==> config.mk <==
export PLATFORM = sky130hd
export DESIGN_NAME = sgdi_intake_flat
export DESIGN_NICKNAME = d
export VERILOG_FILES = /design/src/sgdi_pkg.sv /design/src/sgdi_link_if.sv /design/src/sgdi_intake.sv /design/src/sgdi_lane_stage.sv /design/src/flat_wrapper.sv
export SDC_FILE = /design/constraint.sdc
export NUM_CORES = 1
export LEC_CHECK = 0
export BUFFER_PORTS_ARGS = -buffer_cell sky130_fd_sc_hd__buf_4
export CORE_AREA = 2 2 276 278
export DETAILED_ROUTE_END_ITERATION = 10
export DIE_AREA = 0 0 278 280
export PLACE_DENSITY = 0.58
export SKIP_CTS_REPAIR_TIMING = 1
export SLEW_MARGIN = 20
export SYNTH_ARGS = -nofsm -noshare
export SYNTH_HDL_FRONTEND = slang
export SYNTH_SLANG_ARGS = --single-unit
==> constraint.sdc <==
create_clock -name sys_clk -period 2.47 [get_ports sys_clk]
set_clock_uncertainty 0.1 [all_clocks]
set_input_delay 0.494 -clock sys_clk [delete_from_list [all_inputs] [get_ports sys_clk]]
set_output_delay 0.494 -clock sys_clk [all_outputs]
set_load 0.05 [all_outputs]
==> src/sgdi_pkg.sv <==
// Shared constants and types for the descriptor intake link and its two ends.
// Assumes a single 200 MHz clock domain shared by writer and intake.
package sgdi_pkg;
  localparam int STD_WIDTH = 128;
  localparam int EXT_WIDTH = 256;
  localparam int PORT_WIDTH = EXT_WIDTH;
  localparam int LANES = PORT_WIDTH / 8;
  localparam int WORDS = PORT_WIDTH / 32;
  // Byte offsets of descriptor words.
  localparam logic [4:0] OFF_SRC_LO = 5'h00;
  localparam logic [4:0] OFF_DST_LO = 5'h04;
  localparam logic [4:0] OFF_LENGTH = 5'h08;
  localparam logic [4:0] OFF_STD_CTRL = 5'h0C;
  localparam logic [4:0] OFF_TAG_BURST = 5'h0C;
  localparam logic [4:0] OFF_STRIDES = 5'h10;
  localparam logic [4:0] OFF_SRC_HI = 5'h14;
  localparam logic [4:0] OFF_DST_HI = 5'h18;
  localparam logic [4:0] OFF_EXT_CTRL = 5'h1C;
  // Field positions.
  localparam int COMMIT_BIT = 31;
  localparam int SEQ_LSB = 0;
  localparam int RBURST_LSB = 16;
  localparam int WBURST_LSB = 24;
  localparam int RSTRIDE_LSB = 0;
  localparam int WSTRIDE_LSB = 16;
  localparam logic [7:0] BURST_CAP = 8'h80;
  localparam logic [15:0] STRIDE_RESET = 16'h0001;
  localparam logic [31:0] LENGTH_UNLIMITED = 32'hFFFF_FFFF;
  // APB register map of the writer.
  localparam logic [7:0] REG_DATA0 = 8'h00;
  localparam logic [7:0] REG_ADDR = 8'h20;
  localparam logic [7:0] REG_LANES = 8'h24;
  localparam logic [7:0] REG_STATUS = 8'h28;
  localparam logic [7:0] REG_COUNT = 8'h2C;
  localparam logic [31:0] ZERO_WORD = 32'h0000_0000;

  typedef enum logic [1:0] {
    XFER_MM2MM = 2'b00,
    XFER_MM2ST = 2'b01,
    XFER_ST2MM = 2'b10
  } sgdi_xfer_t;

  typedef struct packed {
    logic [63:0] srcAddr;
    logic [63:0] dstAddr;
    logic [31:0] length;
    logic [15:0] seqNum;
    logic [7:0] readBurst;
    logic [7:0] writeBurst;
    logic [15:0] readStride;
    logic [15:0] writeStride;
    logic [31:0] control;
  } sgdi_desc_t;
endpackage

==> src/sgdi_link_if.sv <==
// Descriptor agent port joining the writer and the intake.
// Assumes both ends run on the same sys_clk.
`timescale 1ns/1ps
interface sgdi_link_if;
  import sgdi_pkg::*;
  logic write;
  logic [4:0] address;
  logic [PORT_WIDTH-1:0] writeData;
  logic [LANES-1:0] byteEnable;
  logic waitRequest;

  modport writer (output write, output address, output writeData, output byteEnable,
    input waitRequest);
  modport intake (input write, input address, input writeData, input byteEnable,
    output waitRequest);
endinterface

==> src/sgdi_intake.sv <==
// Descriptor intake end: stages lane writes and commits a decoded descriptor.
// Assumes a writer on the same clock driving the intake modport.
// Assumes the transfer type and stream inputs come from logic on sys_clk.
//
// Local design decision: the APB slave port.
`timescale 1ns/1ps
// Functional notes
// RULE1 - Port is 128 or 256 bits by format
// RULE2 - Standard: src, dst, length, control offsets
// RULE3 - Extended: tag, strides, high addresses, control
// RULE4 - Each byte lane is written independently
// RULE5 - Final control bit pushes staged descriptor
// RULE6 - Commit is control bit 31 written one
// RULE7 - Writer omits unused address per transfer type
// RULE8 - Unused address field is ignored
// RULE9 - Standard format keeps only low 32 bits
// RULE10 - Length gives bytes to transfer
// RULE11 - Packet S2M stops at length limit
// RULE12 - Sequence number tracked per host
// RULE13 - Burst 1..128 direct, zero selects maximum
// RULE14 - Burst above 128 yields 128
// RULE15 - Stride counted in host words
// RULE16 - Stride one sequential, zero repeats, default
// RULE17 - Separate read and write strides
// RULE18 - Commit is atomic; staging reusable
module sgdi_intake
  import sgdi_pkg::*;
#(
  parameter bit EXTENDED = 1'b1,
  parameter bit BURST_EN = 1'b1,
  parameter bit STRIDE_EN = 1'b1,
  parameter logic [10:0] MAX_BURST = 11'd1024,
  parameter int unsigned DATA_BYTES = 4
)
(
  input wire logic sys_clk,
  input wire logic nrst,
  sgdi_link_if.intake link,
  input wire sgdi_pkg::sgdi_xfer_t xferType,
  input wire logic packetEn,
  input wire logic [31:0] streamBytes,
  input wire logic streamEop,
  output sgdi_pkg::sgdi_desc_t descOut,
  output logic descValid,
  output logic [10:0] readBurstLen,
  output logic [10:0] writeBurstLen,
  output logic [31:0] readStepBytes,
  output logic [31:0] writeStepBytes,
  output logic [15:0] readSeq,
  output logic [15:0] writeSeq,
  output logic streamStop
);
  import sgdi_pkg::*;

  // The control word closes the descriptor, so where it sits depends on the format.
  localparam int ACTIVE_W = EXTENDED ? EXT_WIDTH : STD_WIDTH;
  localparam logic [4:0] CTRL_OFF = EXTENDED ? OFF_EXT_CTRL : OFF_STD_CTRL;

  // Staged lanes, the write as masked to the active width, and the commit strobe.
  logic [PORT_WIDTH-1:0] staged;
  logic [PORT_WIDTH-1:0] maskedData;
  logic [LANES-1:0] maskedLanes;
  logic commitNow;
  sgdi_desc_t decoded;

  // Lanes beyond the configured width never reach the staging store. [RULE1]
  // A standard writer may still drive the upper lanes; they are simply dropped.
  always_comb begin
    maskedData = link.writeData;
    maskedLanes = link.byteEnable;
    if (ACTIVE_W == STD_WIDTH) begin
      maskedLanes[LANES-1:STD_WIDTH/8] = '0;
    end
  end

  // The staging store keeps each lane until a later write to that same lane.
  sgdi_lane_stage uStage (
    .sys_clk(sys_clk),
    .nrst(nrst),
    .wrEn(link.write),
    .laneEn(maskedLanes),
    .wrData(maskedData),
    .staged(staged)
  );

  // Intake never stalls; commit takes a single cycle.
  // Nothing downstream can refuse a lane, so back-pressure would only cost cycles.
  assign link.waitRequest = 1'b0;

  // Commit fires when the top control lane carries bit 31 as one. [RULE5] [RULE6]
  assign commitNow = link.write && link.byteEnable[CTRL_OFF + 5'd3]
    && link.writeData[CTRL_OFF*8 + COMMIT_BIT];

  // One 32-bit descriptor word at a byte offset of the port.
  function automatic logic [31:0] pickWord(input logic [PORT_WIDTH-1:0] v,
                                           input logic [4:0] off);
    pickWord = v[off*8 +: 32];
  endfunction

  // The commit write's own lanes merge with staged lanes so it lands whole.
  // Without the merge a descriptor committed in one write would lose its fields.
  function automatic logic [31:0] mergeWord(input logic [4:0] off);
    logic [31:0] w;
    w = pickWord(staged, off);
    for (int b = 0; b < 4; b++) begin
      if (maskedLanes[off + b]) begin
        w[b*8 +: 8] = link.writeData[(off + b)*8 +: 8];
      end
    end
    mergeWord = w;
  endfunction

  // Field decode by format and transfer type.
  always_comb begin
    decoded = '0;
    decoded.srcAddr[31:0] = mergeWord(OFF_SRC_LO); // [RULE2]
    decoded.dstAddr[31:0] = mergeWord(OFF_DST_LO);
    decoded.length = mergeWord(OFF_LENGTH); // [RULE10]
    decoded.control = mergeWord(CTRL_OFF);
    // Strides fall back to one word, the sequential default.
    decoded.readStride = STRIDE_RESET;
    decoded.writeStride = STRIDE_RESET;
    // High address halves, tag, bursts and strides exist only in the extended format.
    if (EXTENDED) begin
      decoded.seqNum = 16'(mergeWord(OFF_TAG_BURST) >> SEQ_LSB); // [RULE3]
      decoded.readBurst = 8'(mergeWord(OFF_TAG_BURST) >> RBURST_LSB);
      decoded.writeBurst = 8'(mergeWord(OFF_TAG_BURST) >> WBURST_LSB);
      decoded.srcAddr[63:32] = mergeWord(OFF_SRC_HI); // [RULE9]
      decoded.dstAddr[63:32] = mergeWord(OFF_DST_HI);
      if (STRIDE_EN) begin
        decoded.readStride = 16'(mergeWord(OFF_STRIDES) >> RSTRIDE_LSB); // [RULE17]
        decoded.writeStride = 16'(mergeWord(OFF_STRIDES) >> WSTRIDE_LSB);
      end
    end
    // Addresses with no memory side are dropped. [RULE8] [RULE7]
    if (xferType == XFER_MM2ST) begin
      decoded.dstAddr = '0;
    end
    if (xferType == XFER_ST2MM) begin
      decoded.srcAddr = '0;
    end
  end

  // Zero, or a host without programmable bursts, gets the configured maximum.
  // Counts above the cap are clipped rather than refused, so no descriptor is lost.
  function automatic logic [10:0] burstLen(input logic [7:0] prog);
    if (!EXTENDED || !BURST_EN || prog == 8'h00) begin
      burstLen = MAX_BURST; // [RULE13]
    end else if (prog > BURST_CAP) begin
      burstLen = 11'(BURST_CAP); // [RULE14]
    end else begin
      burstLen = 11'(prog);
    end
  endfunction

  // Commit captures everything in one edge; staging stays free. [RULE18]
  // Outputs are registered so the dispatcher sees one settled descriptor per push.
  // A new commit may follow at once, since staging is never locked.
  always_ff @(posedge sys_clk or negedge nrst) begin
    if (!nrst) begin
      descOut <= '0;
      descValid <= 1'b0;
      readBurstLen <= 11'd0;
      writeBurstLen <= 11'd0;
      readStepBytes <= ZERO_WORD;
      writeStepBytes <= ZERO_WORD;
    end else begin
      // The push flag is a one-cycle pulse.
      descValid <= commitNow;
      if (commitNow) begin
        descOut <= decoded;
        readBurstLen <= burstLen(decoded.readBurst);
        writeBurstLen <= burstLen(decoded.writeBurst);
        readStepBytes <= 32'(decoded.readStride) * 32'(DATA_BYTES); // [RULE15] [RULE16]
        writeStepBytes <= 32'(decoded.writeStride) * 32'(DATA_BYTES);
      end
    end
  end

  // Each host keeps its own sequence tag; a memory-to-memory commit gives both hosts the same tag. [RULE12]
  // A host that a transfer type leaves unused keeps the tag of its last descriptor.
  always_ff @(posedge sys_clk or negedge nrst) begin
    if (!nrst) begin
      readSeq <= 16'h0000;
      writeSeq <= 16'h0000;
    end else if (commitNow && EXTENDED) begin
      // Stream-to-memory has no read host to track.
      if (xferType != XFER_ST2MM) begin
        readSeq <= decoded.seqNum;
      end
      if (xferType != XFER_MM2ST) begin
        writeSeq <= decoded.seqNum;
      end
    end
  end

  // Length limit reached; an all-ones length lifts the limit.
  // The limit is checked against the committed length, not the staged one.
  logic lengthHit;
  assign lengthHit = descOut.length != LENGTH_UNLIMITED && streamBytes >= descOut.length;

  // Packet stream-to-memory stops once length is reached before end of packet.
  always_ff @(posedge sys_clk or negedge nrst) begin
    if (!nrst) begin
      streamStop <= 1'b0;
    end else if (commitNow) begin
      streamStop <= 1'b0;
    end else begin
      streamStop <= packetEn && xferType == XFER_ST2MM && !streamEop && lengthHit; // [RULE11]
    end
  end
endmodule

==> src/sgdi_lane_stage.sv <==
// Byte-lane staging memory for one descriptor.
// Assumes writes arrive on the intake clock with per-lane enables.
`timescale 1ns/1ps
module sgdi_lane_stage
  import sgdi_pkg::*;
(
  input wire logic sys_clk,
  input wire logic nrst,
  input wire logic wrEn,
  input wire logic [LANES-1:0] laneEn,
  input wire logic [PORT_WIDTH-1:0] wrData,
  output logic [PORT_WIDTH-1:0] staged
);
  import sgdi_pkg::*;

  // Each lane is its own register so any access size can fill a field.
  genvar g;
  generate
    for (g = 0; g < LANES; g++) begin : gLane
      always_ff @(posedge sys_clk or negedge nrst) begin
        if (!nrst) begin
          staged[g*8 +: 8] <= 8'h00;
        end else if (wrEn && laneEn[g]) begin
          staged[g*8 +: 8] <= wrData[g*8 +: 8]; // [RULE4]
        end
      end
    end
  endgenerate
endmodule

==> src/flat_wrapper.sv <==
// flat-port wrapper written by rule: the top's interface ports become plain ports
module sgdi_intake_flat import sgdi_pkg::*;
#(
  parameter bit EXTENDED = 1'b1,
  parameter bit BURST_EN = 1'b1,
  parameter bit STRIDE_EN = 1'b1,
  parameter logic [10:0] MAX_BURST = 11'd1024,
  parameter int unsigned DATA_BYTES = 4
)
  (sys_clk, nrst, xferType, packetEn, streamBytes, streamEop, descOut, descValid, readBurstLen, writeBurstLen, readStepBytes, writeStepBytes, readSeq, writeSeq, streamStop, link_write, link_address, link_writeData, link_byteEnable, link_waitRequest);
  sgdi_link_if link_i ();
  input wire logic sys_clk;
  input wire logic nrst;
  input wire sgdi_pkg::sgdi_xfer_t xferType;
  input wire logic packetEn;
  input wire logic [31:0] streamBytes;
  input wire logic streamEop;
  output sgdi_pkg::sgdi_desc_t descOut;
  output logic descValid;
  output logic [10:0] readBurstLen;
  output logic [10:0] writeBurstLen;
  output logic [31:0] readStepBytes;
  output logic [31:0] writeStepBytes;
  output logic [15:0] readSeq;
  output logic [15:0] writeSeq;
  output logic streamStop;
  input wire logic [$bits(link_i.write)-1:0] link_write;
  input wire logic [$bits(link_i.address)-1:0] link_address;
  input wire logic [$bits(link_i.writeData)-1:0] link_writeData;
  input wire logic [$bits(link_i.byteEnable)-1:0] link_byteEnable;
  output wire logic [$bits(link_i.waitRequest)-1:0] link_waitRequest;
  assign link_i.write = link_write;
  assign link_i.address = link_address;
  assign link_i.writeData = link_writeData;
  assign link_i.byteEnable = link_byteEnable;
  assign link_waitRequest = link_i.waitRequest;
  sgdi_intake #(.EXTENDED(EXTENDED), .BURST_EN(BURST_EN), .STRIDE_EN(STRIDE_EN), .MAX_BURST(MAX_BURST), .DATA_BYTES(DATA_BYTES)) u_core (.sys_clk(sys_clk), .nrst(nrst), .link(link_i), .xferType(xferType), .packetEn(packetEn), .streamBytes(streamBytes), .streamEop(streamEop), .descOut(descOut), .descValid(descValid), .readBurstLen(readBurstLen), .writeBurstLen(writeBurstLen), .readStepBytes(readStepBytes), .writeStepBytes(writeStepBytes), .readSeq(readSeq), .writeSeq(writeSeq), .streamStop(streamStop));
endmodule
; Word-level counts from Yosys, hierarchy flattened
; Cells that the tools add are included.
[word_totals]
inputBits = 332
reg_bits = 568
[classes]
magnitude_cmp = 3
eq_ne = 5
n_mux = 39
n_reduce_logical = 42
[op_table]
columns = operator, n
row1 = 8-bit two-way mux, 34
row2 = 64-bit two-way mux, 2
row3 = 1-bit logical AND, 37
row4 = 32-bit greater-or-equal comparator, 1
row5 = 32-bit inequality test (second input constant), 1
row6 = 11-bit two-way mux, 2
row7 = 8-bit > comparator (second input constant), 2
row8 = 8-bit zero test, 2
row9 = 2-bit AND reduction, 2
row10 = 2-bit by 1-bit equality test with 1-bit output (second input constant), 1
row11 = 2-bit equality test (second input constant), 1
row12 = 2-bit by 1-bit inequality test with 1-bit output (second input constant), 1
row13 = 2-bit inequality test (second input constant), 1
row14 = 1-bit zero test, 1
row15 = 1-bit two-way mux, 1

; Depth between registers and ports, before layout
; Gate-level depths: netlist of the first run.
[depth]
depth_word = 5
ltp_mapped = 8
mapped_depth_nobuf = 7

; By module
; From an unflattened synthesis of the first run, not the netlist that was laid out.
[hier_totals]
hier_cells = 2018
hier_area_um2 = 24420.9
[modules_own_cells]
columns = module, cells_each, seq_area_each_um2, area_each_um2, n_inst
row1 = sgdi_intake, 1470, 7707.4, 14884.3, 1
row2 = sgdi_lane_stage, 548, 6406.1, 9536.6, 1

; Least setup slack after synthesis of the first run
; No wires, ideal clock.
[synth_timing]
path_type = register -> register
start = reg, netlist name u_core.descOut[97]
end = reg u_core.streamStop
setup_slack_ns = 0.341
path_buffers = 0
t_arrival_ns = 1.905
required_time_ns = 2.246
synth_period_minus_slack_ns = 2.129
path_stages_with_launch = 8
path_cell_list = dfrtp_1 > inv_1 > ha_1 > nor2b_1 > o211a_1 > o311ai_1 > a31oi_1 > o31a_1
[synth_between]
elab_chain_len = 4
[synth_rtl]
columns = item, line_no
row1 = 32-bit greater-or-equal comparator / 32-bit inequality test (equally long branches), sgdi_intake.sv:200  ; assign lengthHit = descOut.length != LENGTH_UNLIMITED && streamBytes >= descOut.length;
row2 = 1-bit logical AND *, sgdi_intake.sv:200
row3 = 1-bit logical AND *, sgdi_intake.sv:209  ; streamStop <= packetEn && xferType == XFER_ST2MM && !streamEop && lengthHit;
row4 = 1-bit two-way mux *, sgdi_intake.sv:206  ; end else if (commitNow) begin
row5 = to (signal assigned), sgdi_intake.sv:209
row6 = to (decl), sgdi_intake.sv:51  ; output logic streamStop
; Every way passes the cells marked *; elsewhere a longest branch is shown, timed or not.
; A chain may end at the register's enable or synchronous reset.

; Worst setup path after layout of the first run
[layout_timing]
start = reg, netlist name u_core.descOut[126]
end = reg u_core.streamStop
[layout_between]
elab_chain_len = 4
[layout_rtl]
columns = item, line_no
row1 = 32-bit greater-or-equal comparator / 32-bit inequality test (equally long branches), sgdi_intake.sv:200
row2 = 1-bit logical AND *, sgdi_intake.sv:200
row3 = 1-bit logical AND *, sgdi_intake.sv:209
row4 = 1-bit two-way mux *, sgdi_intake.sv:206
; Marks and branches as above.

==> results.cfg, run 1 <==
[power_and_ir_drop]
p_leak_nw = 16.1
ir_drop_v = 0.000521
power.total_w = 0.0301
p_per_area_nw_per_um2 = 920

[cts]
cts_buffers = 61
cts_sinks = 556
cts_root_buf = clkbuf_16
insertion_delay_ps = 610
cts_tree = built
clock_path_buffers = 3
htree_num_levels = 2
path_clk_slew_ps = 60

[sta]
hold_violations = 0
rsz0062_at_grt = false
period_share = 0.826
relSlewSlack = 0.335
fin_crit_ps = 2040
finalSetupTns_ps = 0
holdWs_ps = 18.6
worst_pin_slew_ps = 994
setup_viol = 0
worst_slack_ps = 430
clock.fmax_mhz = 490
slew_viol_final = 0

[global_route]
grt_pass1_vias = 18400
grt_max_degree = 84
grt_usage = 0.182
grt_pass1_wl_mm = 111
grt_overflow_total = 0
antenna_found_initial = 3

[layout]
fillers = 7083
multi_input_area_um2 = 9200
drive_gt1_frac = 0.389
finalNetCount = 3074
regArea_um2 = 13900
fin_area_um2 = 32700
syn_to_final_growth_pct = 36.3

[logic_synthesis]
synth-edff-count = 0
yosysMostFrequentCell = dfrtp_1
syn_inst = 2004
syn_avg_cell_area_um2 = 12.0
syn_area_um2 = 24000
yosysUniqueCellTypes = 40
async_flop_share = 1.00
yosysSeqAreaShare = 0.579
yosys.area.top_type = dfrtp_1
synth-main-ff-cell = dfrtp_1
ys_seq_elements = 556
ys_warn_count = 0
yosys-top-cells-area = dfrtp_1 (58%), mux2_2 (12%), mux2i_1 (10%)
yosysTopAreaCellShare = 0.579
yosys-top-cells-count = dfrtp_1 (556), nand2_1 (335), o21ai_1 (250)

[critical_path]
cp-start-kind = flip-flop
cp_max_fo = 4
required_ps = 2850
path_class = flip-flop to flip-flop
crit_path_end_kind = flip-flop
cp_data_arrival_time_ps = 2420

[detailed_routing]
finalWirelength_mm = 73.0
ant_nets = 0
drtPass1Iterations = 5
vias = 17800
routedWlPerCell_um = 19.5
drt_iter0_drc = 795
post_drt_via_cell_ratio = 4.74
drcViolationCount = 0

[placed_design]
portBuffers = 666
dpl.hpwl_mm = 55.9
gp_congestion = 0.875
pre_cts_ws_ps = 218
placedInstanceArea_um2 = 30100

[floorplanning]
ios = 709
chipWidth_um = 278
dieHeight_um = 280
initial_utilization = 0.320
rows = 101
fp.dieArea_um2 = 77800
core-area_um2 = 75200

[flow_run]
drv_cap = 0

[hold_path]
min_path_type = primary input to flip-flop

[status]
status = finished clean
[sequential cells by signal, indices dropped and copies added, names as in the netlist]
register and flops:
u_core.descValid 1, u_core.readBurstLen 9, u_core.writeBurstLen 9, u_core.uStage.staged 248, u_core.readStepBytes 16, u_core.writeSeq 16, u_core.streamStop 1, u_core.descOut 240
u_core.readSeq 16
[per-layer routing]
layer / track usage / wire [µm] / vias to the layer above
met5: 0 / 0 / -
met2: 0.319 / 36800 / 538
met4: 0.0642 / 2540 / 0
met1: 0.220 / 29800 / 8819
li1: - / - / 8265
met3: 0.0371 / 3830 / 140
[power by group]
group / switching [W] / internal, W
sequential: 0.00102 / 0.0107
combinational: 0.00615 / 0.00308
clock: 0.00379 / 0.00545
total: 0.0110 / 0.0192
[through the flow]
stage,util,cells
2_1_floorplan,-,2040
3_3_place_gp,0.400,3565
3_5_place_dp,0.400,3565
4_1_cts,0.427,3681
5_1_grt,0.435,3743
6_report,0.435,3744
[area by class of cell]
cell class,instances,area share
antenna,3,0.000229
inverter,36,0.00413
clock buffer,88,0.0547
multi-input combinational,1280,0.281
sequential,556,0.425
tap,978,0.0374
clock inverter,28,0.00833
timing repair buffer,775,0.189
[layout by cell type, fill, tap and decap left out, types with 3 or more instances in the layout]
cell type,instances
a211oi_1,4
a21o_1,15
a21oi_1,14
a22o_1,11
buf_12,18
buf_4,696
bufinv_16,4
clkbuf_1,13
clkbuf_16,63
clkbuf_8,12
clkinv_2,13
clkinvlp_4,7
conb_1,37
dfrtp_1,556
diode_2,3
dlygate4sd3_1,60
ha_1,32
inv_1,35
mux2_2,248
mux2i_1,247
nand2_1,335
nand3_1,3
nand4_1,12
nor2_1,14
nor2b_1,3
nor3_1,3
nor4_1,3
o21a_1,4
o21ai_0,23
o21ai_1,249
[final timing paths]
check,start,endpoint,slack (ps),cells past startpoint
worst max-delay path,u_core.descOut[126],u_core.streamStop,430,7
worst min-delay path,link_writeData[250],u_core.descOut[26],20,3
worst max register to register,u_core.descOut[126],u_core.streamStop,430,7
worst min register to register,u_core.descOut[64],u_core.descOut[64],380,1
max in group asynchronous,nrst,u_core.readStepBytes[10],1110,4
min in group asynchronous,nrst,u_core.descOut[246],310,2
[logic make-up after synthesis]
| family | count (synthesis) | share of synthesized area |
|---|---|---|
| DFF | 556 | 0.579 |
| xor gates and xnor gates | 1 | 0.000677 |
| muxes | 496 | 0.220 |
| buffers and inverters | 204 | 0.0447 |
| AOI/OAI and AO/OA | 333 | 0.0757 |
| other | 1 | 0.000156 |
| adders and majority gates | 32 | 0.0167 |
| and+or+nand+nor | 381 | 0.0632 |
[worst max-delay path, cell delays in order (launching register included)]
cell and delay [ps]:
dfrtp_1 390, inv_1 60, ha_1 310, a21oi_1 150, nand2_1 70, a21oi_1 320, o311ai_0 210, o31a_1 320
No activity file was read; power rests on OpenSTA's default activity.
==> inputs of run 2 (changes only) <==
==> constraint.sdc (replaced) <==
create_clock -name sys_clk -period 1.9 [get_ports sys_clk]
set_clock_uncertainty 0.1 [all_clocks]
set_input_delay 0.38 -clock sys_clk [delete_from_list [all_inputs] [get_ports sys_clk]]
set_output_delay 0.38 -clock sys_clk [all_outputs]
set_load 0.05 [all_outputs]
==> results.cfg, run 2 (same netlist as run 1, synthesis figures left out) <==
[global_route]
antenna_found_initial = 5
grt_usage = 0.182
grt_pass1_wl_mm = 109
grt_overflow_total = 0
grt_pass1_vias = 18300
grt_max_degree = 81

[cts]
htree_num_levels = 3
cts_root_buf = clkbuf_16
cts_buffers = 66
cts_sinks = 556
clock_path_buffers = 3
path_clk_slew_ps = 60
insertion_delay_ps = 600
cts_tree = built

[layout]
syn_to_final_growth_pct = 46.7
largest_reg_flops = 248
fin_area_um2 = 35200
regMostFlops = u_core.uStage.staged
largestRegisters = u_core.uStage.staged x248, u_core.descOut x240
most-common-layout-cells = buf_4 (739), dfrtp_1 (539), nand2_1 (335)
layout_commonest_cell = buf_4
finalNetCount = 3318
fin_cells = 3987
drive_gt1_frac = 0.381
fillers = 6880

[detailed_routing]
vias = 18600
drt_iter0_drc = 800
finalWirelength_mm = 74.3
post_drt_via_cell_ratio = 4.67
ant_nets = 0
drcViolationCount = 0
drtPass1Iterations = 4
routedWlPerCell_um = 18.6

[floorplanning]
core-area_um2 = 75200
rows = 101
fp.dieArea_um2 = 77800
ios = 709
initial_utilization = 0.320
chipWidth_um = 278
dieHeight_um = 280

[sta]
worst_slack_ps = 68.0
relSlewSlack = 0.351
clock.fmax_mhz = 546
hold_violations = 0
slew_viol_final = 0
setup_viol = 0
fin_crit_ps = 1830
period_share = 0.964
worst_pin_slew_ps = 947
finalSetupTns_ps = 0

[critical_path]
crit_path_end_kind = flip-flop
cp_max_fo = 4
cp_data_arrival_time_ps = 2270
cp.buffers_inverters = 2
crit_start = link_writeData[123]
crit_family = buffers and inverters
critical_path.cell_chain = dlygate4sd3_1 -> buf_4 -> or4b_1 -> o22ai_2 -> o211ai_2 -> a211oi_1 -> a21o_1
cp-start-kind = primary input
path_class = primary input to flip-flop
crit_slowest_cell = dlygate4sd3_1
timing.rr.start = u_core.descOut[97]
required_ps = 2340
slowest_delay_ps = 560

[placed_design]
portBuffers = 666
gp_congestion = 0.918
placedInstanceArea_um2 = 30500
placedCellCount = 3608
dpl.hpwl_mm = 55.4
pre_cts_ws_ps = -123

[power_and_ir_drop]
ir_drop_v = 0.000665
p_leak_nw = 17.2
p_per_area_nw_per_um2 = 1150

[flow_run]
drv_cap = 0

[hold_path]
hold_start = link_writeData[114]
min_path_type = primary input to flip-flop

[status]
status = finished clean
[run 2: changes by cell type in the layout (fill, tap and decap cells not counted), sizes merged]
cell,before,now
clkinv,15,11
inv,38,41
buf,715,760
dlygate4sd3,60,254
clkinvlp,7,1
clkbuf,88,99
bufinv,4,3
diode,3,4
[run 2: layout make-up]
| type | count | area (µm²) | share of cell area |
|---|---|---|---|
| clock inverter | 20 | 234 | 0.00664 |
| inverter | 36 | 135 | 0.00383 |
| tap | 978 | 1220 | 0.0347 |
| clock buffer | 99 | 1980 | 0.0561 |
| sequential | 556 | 13900 | 0.395 |
| timing repair buffer | 1014 | 8510 | 0.241 |
| antenna | 4 | 10.0 | 0.000284 |
| multi-input combinational | 1280 | 9230 | 0.262 |
[run 2: layer usage]
| layer | up-vias | GRT usage | part of all wire |
|---|---|---|---|
| li1 | 8793 | - | - |
| met1 | 9137 | 0.216 | 0.40 |
| met2 | 540 | 0.315 | 0.51 |
| met3 | 137 | 0.0467 | 0.060 |
| met4 | 0 | 0.0729 | 0.029 |
| met5 | - | 0 | 0 |
[run 2: path summary, 6_finish.rpt]
path | to | slack, ps | cells past startpoint
max in group asynchronous | u_core.descOut[11] | 630 | 3
worst max register to register | u_core.streamStop | 70 | 7
min in group asynchronous | u_core.descOut[190] | 250 | 2
worst min-delay path | u_core.uStage.staged[114] | 50 | 3
worst min register to register | u_core.descOut[31] | 380 | 1
worst max-delay path | u_core.writeBurstLen[3] | 70 | 7
[run 2: stage by stage]
stage | utilization | hold WS, ps | total power [W]
2_1_floorplan | - | -15.6 | 0.0230
3_3_place_gp | 0.405 | 267 | 0.0273
3_5_place_dp | 0.405 | 266 | 0.0276
4_1_cts | 0.434 | -388 | 0.0406
5_1_grt | 0.469 | 20.0 | 0.0424
6_report | 0.469 | 45.7 | 0.0405
[run 2: power breakdown]
group	switching [W]	internal (W)	total, W	leakage, nW
combinational	0.00826	0.00444	0.0127	9.36
sequential	0.00121	0.0139	0.0151	6.79
clock	0.00511	0.00766	0.0128	1.09
[run 2: worst register-to-register path, cell delays in order, from the launching register on]
cell and delay (ps):
dfrtp_2 400, inv_2 80, ha_4 200, nor2b_1 120
o211a_1 210, o311ai_1 240, a31oi_1 130, o31a_1 250
==> inputs of run 3 (changes only) <==
--- a/config.mk
+++ b/config.mk
@@ -6,10 +6,10 @@
 export NUM_CORES = 1
 export LEC_CHECK = 0
 export BUFFER_PORTS_ARGS = -buffer_cell sky130_fd_sc_hd__buf_4
-export CORE_AREA = 2 2 276 278
+export CORE_AREA = 2 2 273 275
 export DETAILED_ROUTE_END_ITERATION = 10
-export DIE_AREA = 0 0 278 280
-export PLACE_DENSITY = 0.58
+export DIE_AREA = 0 0 275 277
+export PLACE_DENSITY = 0.59
 export SKIP_CTS_REPAIR_TIMING = 1
 export SLEW_MARGIN = 20
 export SYNTH_ARGS = -nofsm -noshare
==> results.cfg, run 3 (same netlist as run 1, synthesis figures left out) <==
[critical_path]
crit_path_end_kind = flip-flop
slowest_delay_ps = 550
timing.rr.start = u_core.descOut[127]
reg2reg_slack_ps = 20
cp-start-kind = primary input
crit_slowest_cell = dlygate4sd3_1
reg2reg_to = u_core.streamStop
path_class = primary input to flip-flop
crit_family = compound AO/OA/AOI/OAI gates
cp.buffers_inverters = 2
critical_path.cell_chain = dlygate4sd3_1 -> buf_4 -> or4b_1 -> o22ai_2 -> o211ai_2 -> a211oi_1 -> a21o_1
cp_data_arrival_time_ps = 2330
crit_start = link_writeData[125]
required_ps = 2330
cp_max_fo = 4
r2r_cells = 7

[floorplanning]
dieHeight_um = 277
chipWidth_um = 275
fp.dieArea_um2 = 76200
core-area_um2 = 73600
initial_utilization = 0.327
ios = 709
rows = 100

[sta]
period_share = 1.00
clock.fmax_mhz = 525
slew_viol_final = 0
fin_crit_ps = 1900
rsz0062_at_grt = true
worst_slack_ps = -4.96
setup_viol = 1
hold_violations = 0

[placed_design]
gp_congestion = 0.876
placedCellCount = 3597
portBuffers = 666
dpl.hpwl_mm = 57.8
placedInstanceArea_um2 = 30400

[detailed_routing]
drcViolationCount = 0
post_drt_via_cell_ratio = 4.71
vias = 18700
finalWirelength_mm = 77.0
ant_nets = 0
drtPass1Iterations = 4
routedWlPerCell_um = 19.4
drt_iter0_drc = 1000

[global_route]
grt_pass1_wl_mm = 112
antenna_found_initial = 4
grt_max_degree = 88
grt_usage = 0.193
grt_overflow_total = 0
grt_pass1_vias = 18400

[hold_path]
min_delay_path_depth = 3
min_path_type = primary input to flip-flop
whs_endpoint = u_core.uStage.staged[114]
hold_start = link_writeData[114]

[layout]
layout_commonest_cell = buf_4
drive_gt1_frac = 0.383
fin_area_um2 = 35300
fillers = 6645
fin_cells = 3976
most-common-layout-cells = buf_4 (737), dfrtp_1 (539), nand2_1 (335)
finalNetCount = 3317
regArea_um2 = 13900
largest_reg_flops = 248
multi_input_area_um2 = 9300
regMostFlops = u_core.uStage.staged
largestRegisters = u_core.uStage.staged x248, u_core.descOut x240
syn_to_final_growth_pct = 46.8

[power_and_ir_drop]
ir_drop_v = 0.000784
p_per_area_nw_per_um2 = 1150
p_leak_nw = 17.2

[status]
status = complete, but fails checks
violations = negative setup slack

[cts]
insertion_delay_ps = 590
cts_root_buf = clkbuf_16
cts_sinks = 556
cts_buffers = 67
clock_path_buffers = 3
path_clk_slew_ps = 60
cts_tree = built
htree_num_levels = 3

[flow_run]
drv_cap = 0
==> run 3: through the flow <==
step | setup TNS [ps] | utilization | setup WS (ps) | power (W) | hold WS, ps
final | -4.96 | 0.480 | -4.96 | 0.0407 | 45.7
after global placement | -416 | 0.414 | -241 | 0.0274 | 192
after floorplan | -3.80 | - | -3.80 | 0.0230 | -15.6
after CTS | -121 | 0.443 | -121 | 0.0407 | -448
after global routing | -303 | 0.480 | -70.9 | 0.0426 | 8.80
after detailed placement | -586 | 0.414 | -222 | 0.0277 | 193
==> run 3: worst register-to-register path, delay by kind of cell, from the launching register on <==
family	cells	cell delay [ps]
simple gates	3	690
buf+inv	1	70
fa+ha+maj	1	270
flops	1	360
compound gates	2	330
==> run 3: power by group <==
group	switching [W]	internal (W)	total, W
combinational	0.00836	0.00447	0.0128
sequential	0.00122	0.0139	0.0151
clock	0.00509	0.00770	0.0128
==> run 3: how the worst max path moves through the flow <==
stage / end / slack (ps) / cells past startpoint
2_1_floorplan: u_core.streamStop / -4 / 7
3_5_place_dp: u_core.streamStop / -220 / 7
3_3_place_gp: u_core.streamStop / -240 / 7
5_1_grt: u_core.streamStop / -70 / 8
4_1_cts: u_core.streamStop / -120 / 7
6_report: u_core.writeBurstLen[2] / -5 / 7
==> run 3: cell type report <==
type | count | share of cell area
inverter | 36 | 0.00383
sequential | 556 | 0.395
timing repair buffer | 1012 | 0.241
antenna | 4 | 0.000284
clock buffer | 95 | 0.0539
tap | 969 | 0.0344
clock inverter | 24 | 0.00844
multi-input combinational | 1280 | 0.264
==> run 3: routing by layer <==
metal / global-route usage / up-vias / wire, µm
met4: 0.0898 / 0 / 2730
met5: 0 / - / 0
met3: 0.0506 / 141 / 4630
li1: - / 8776 / -
met1: 0.224 / 9258 / 30500
met2: 0.330 / 537 / 39100
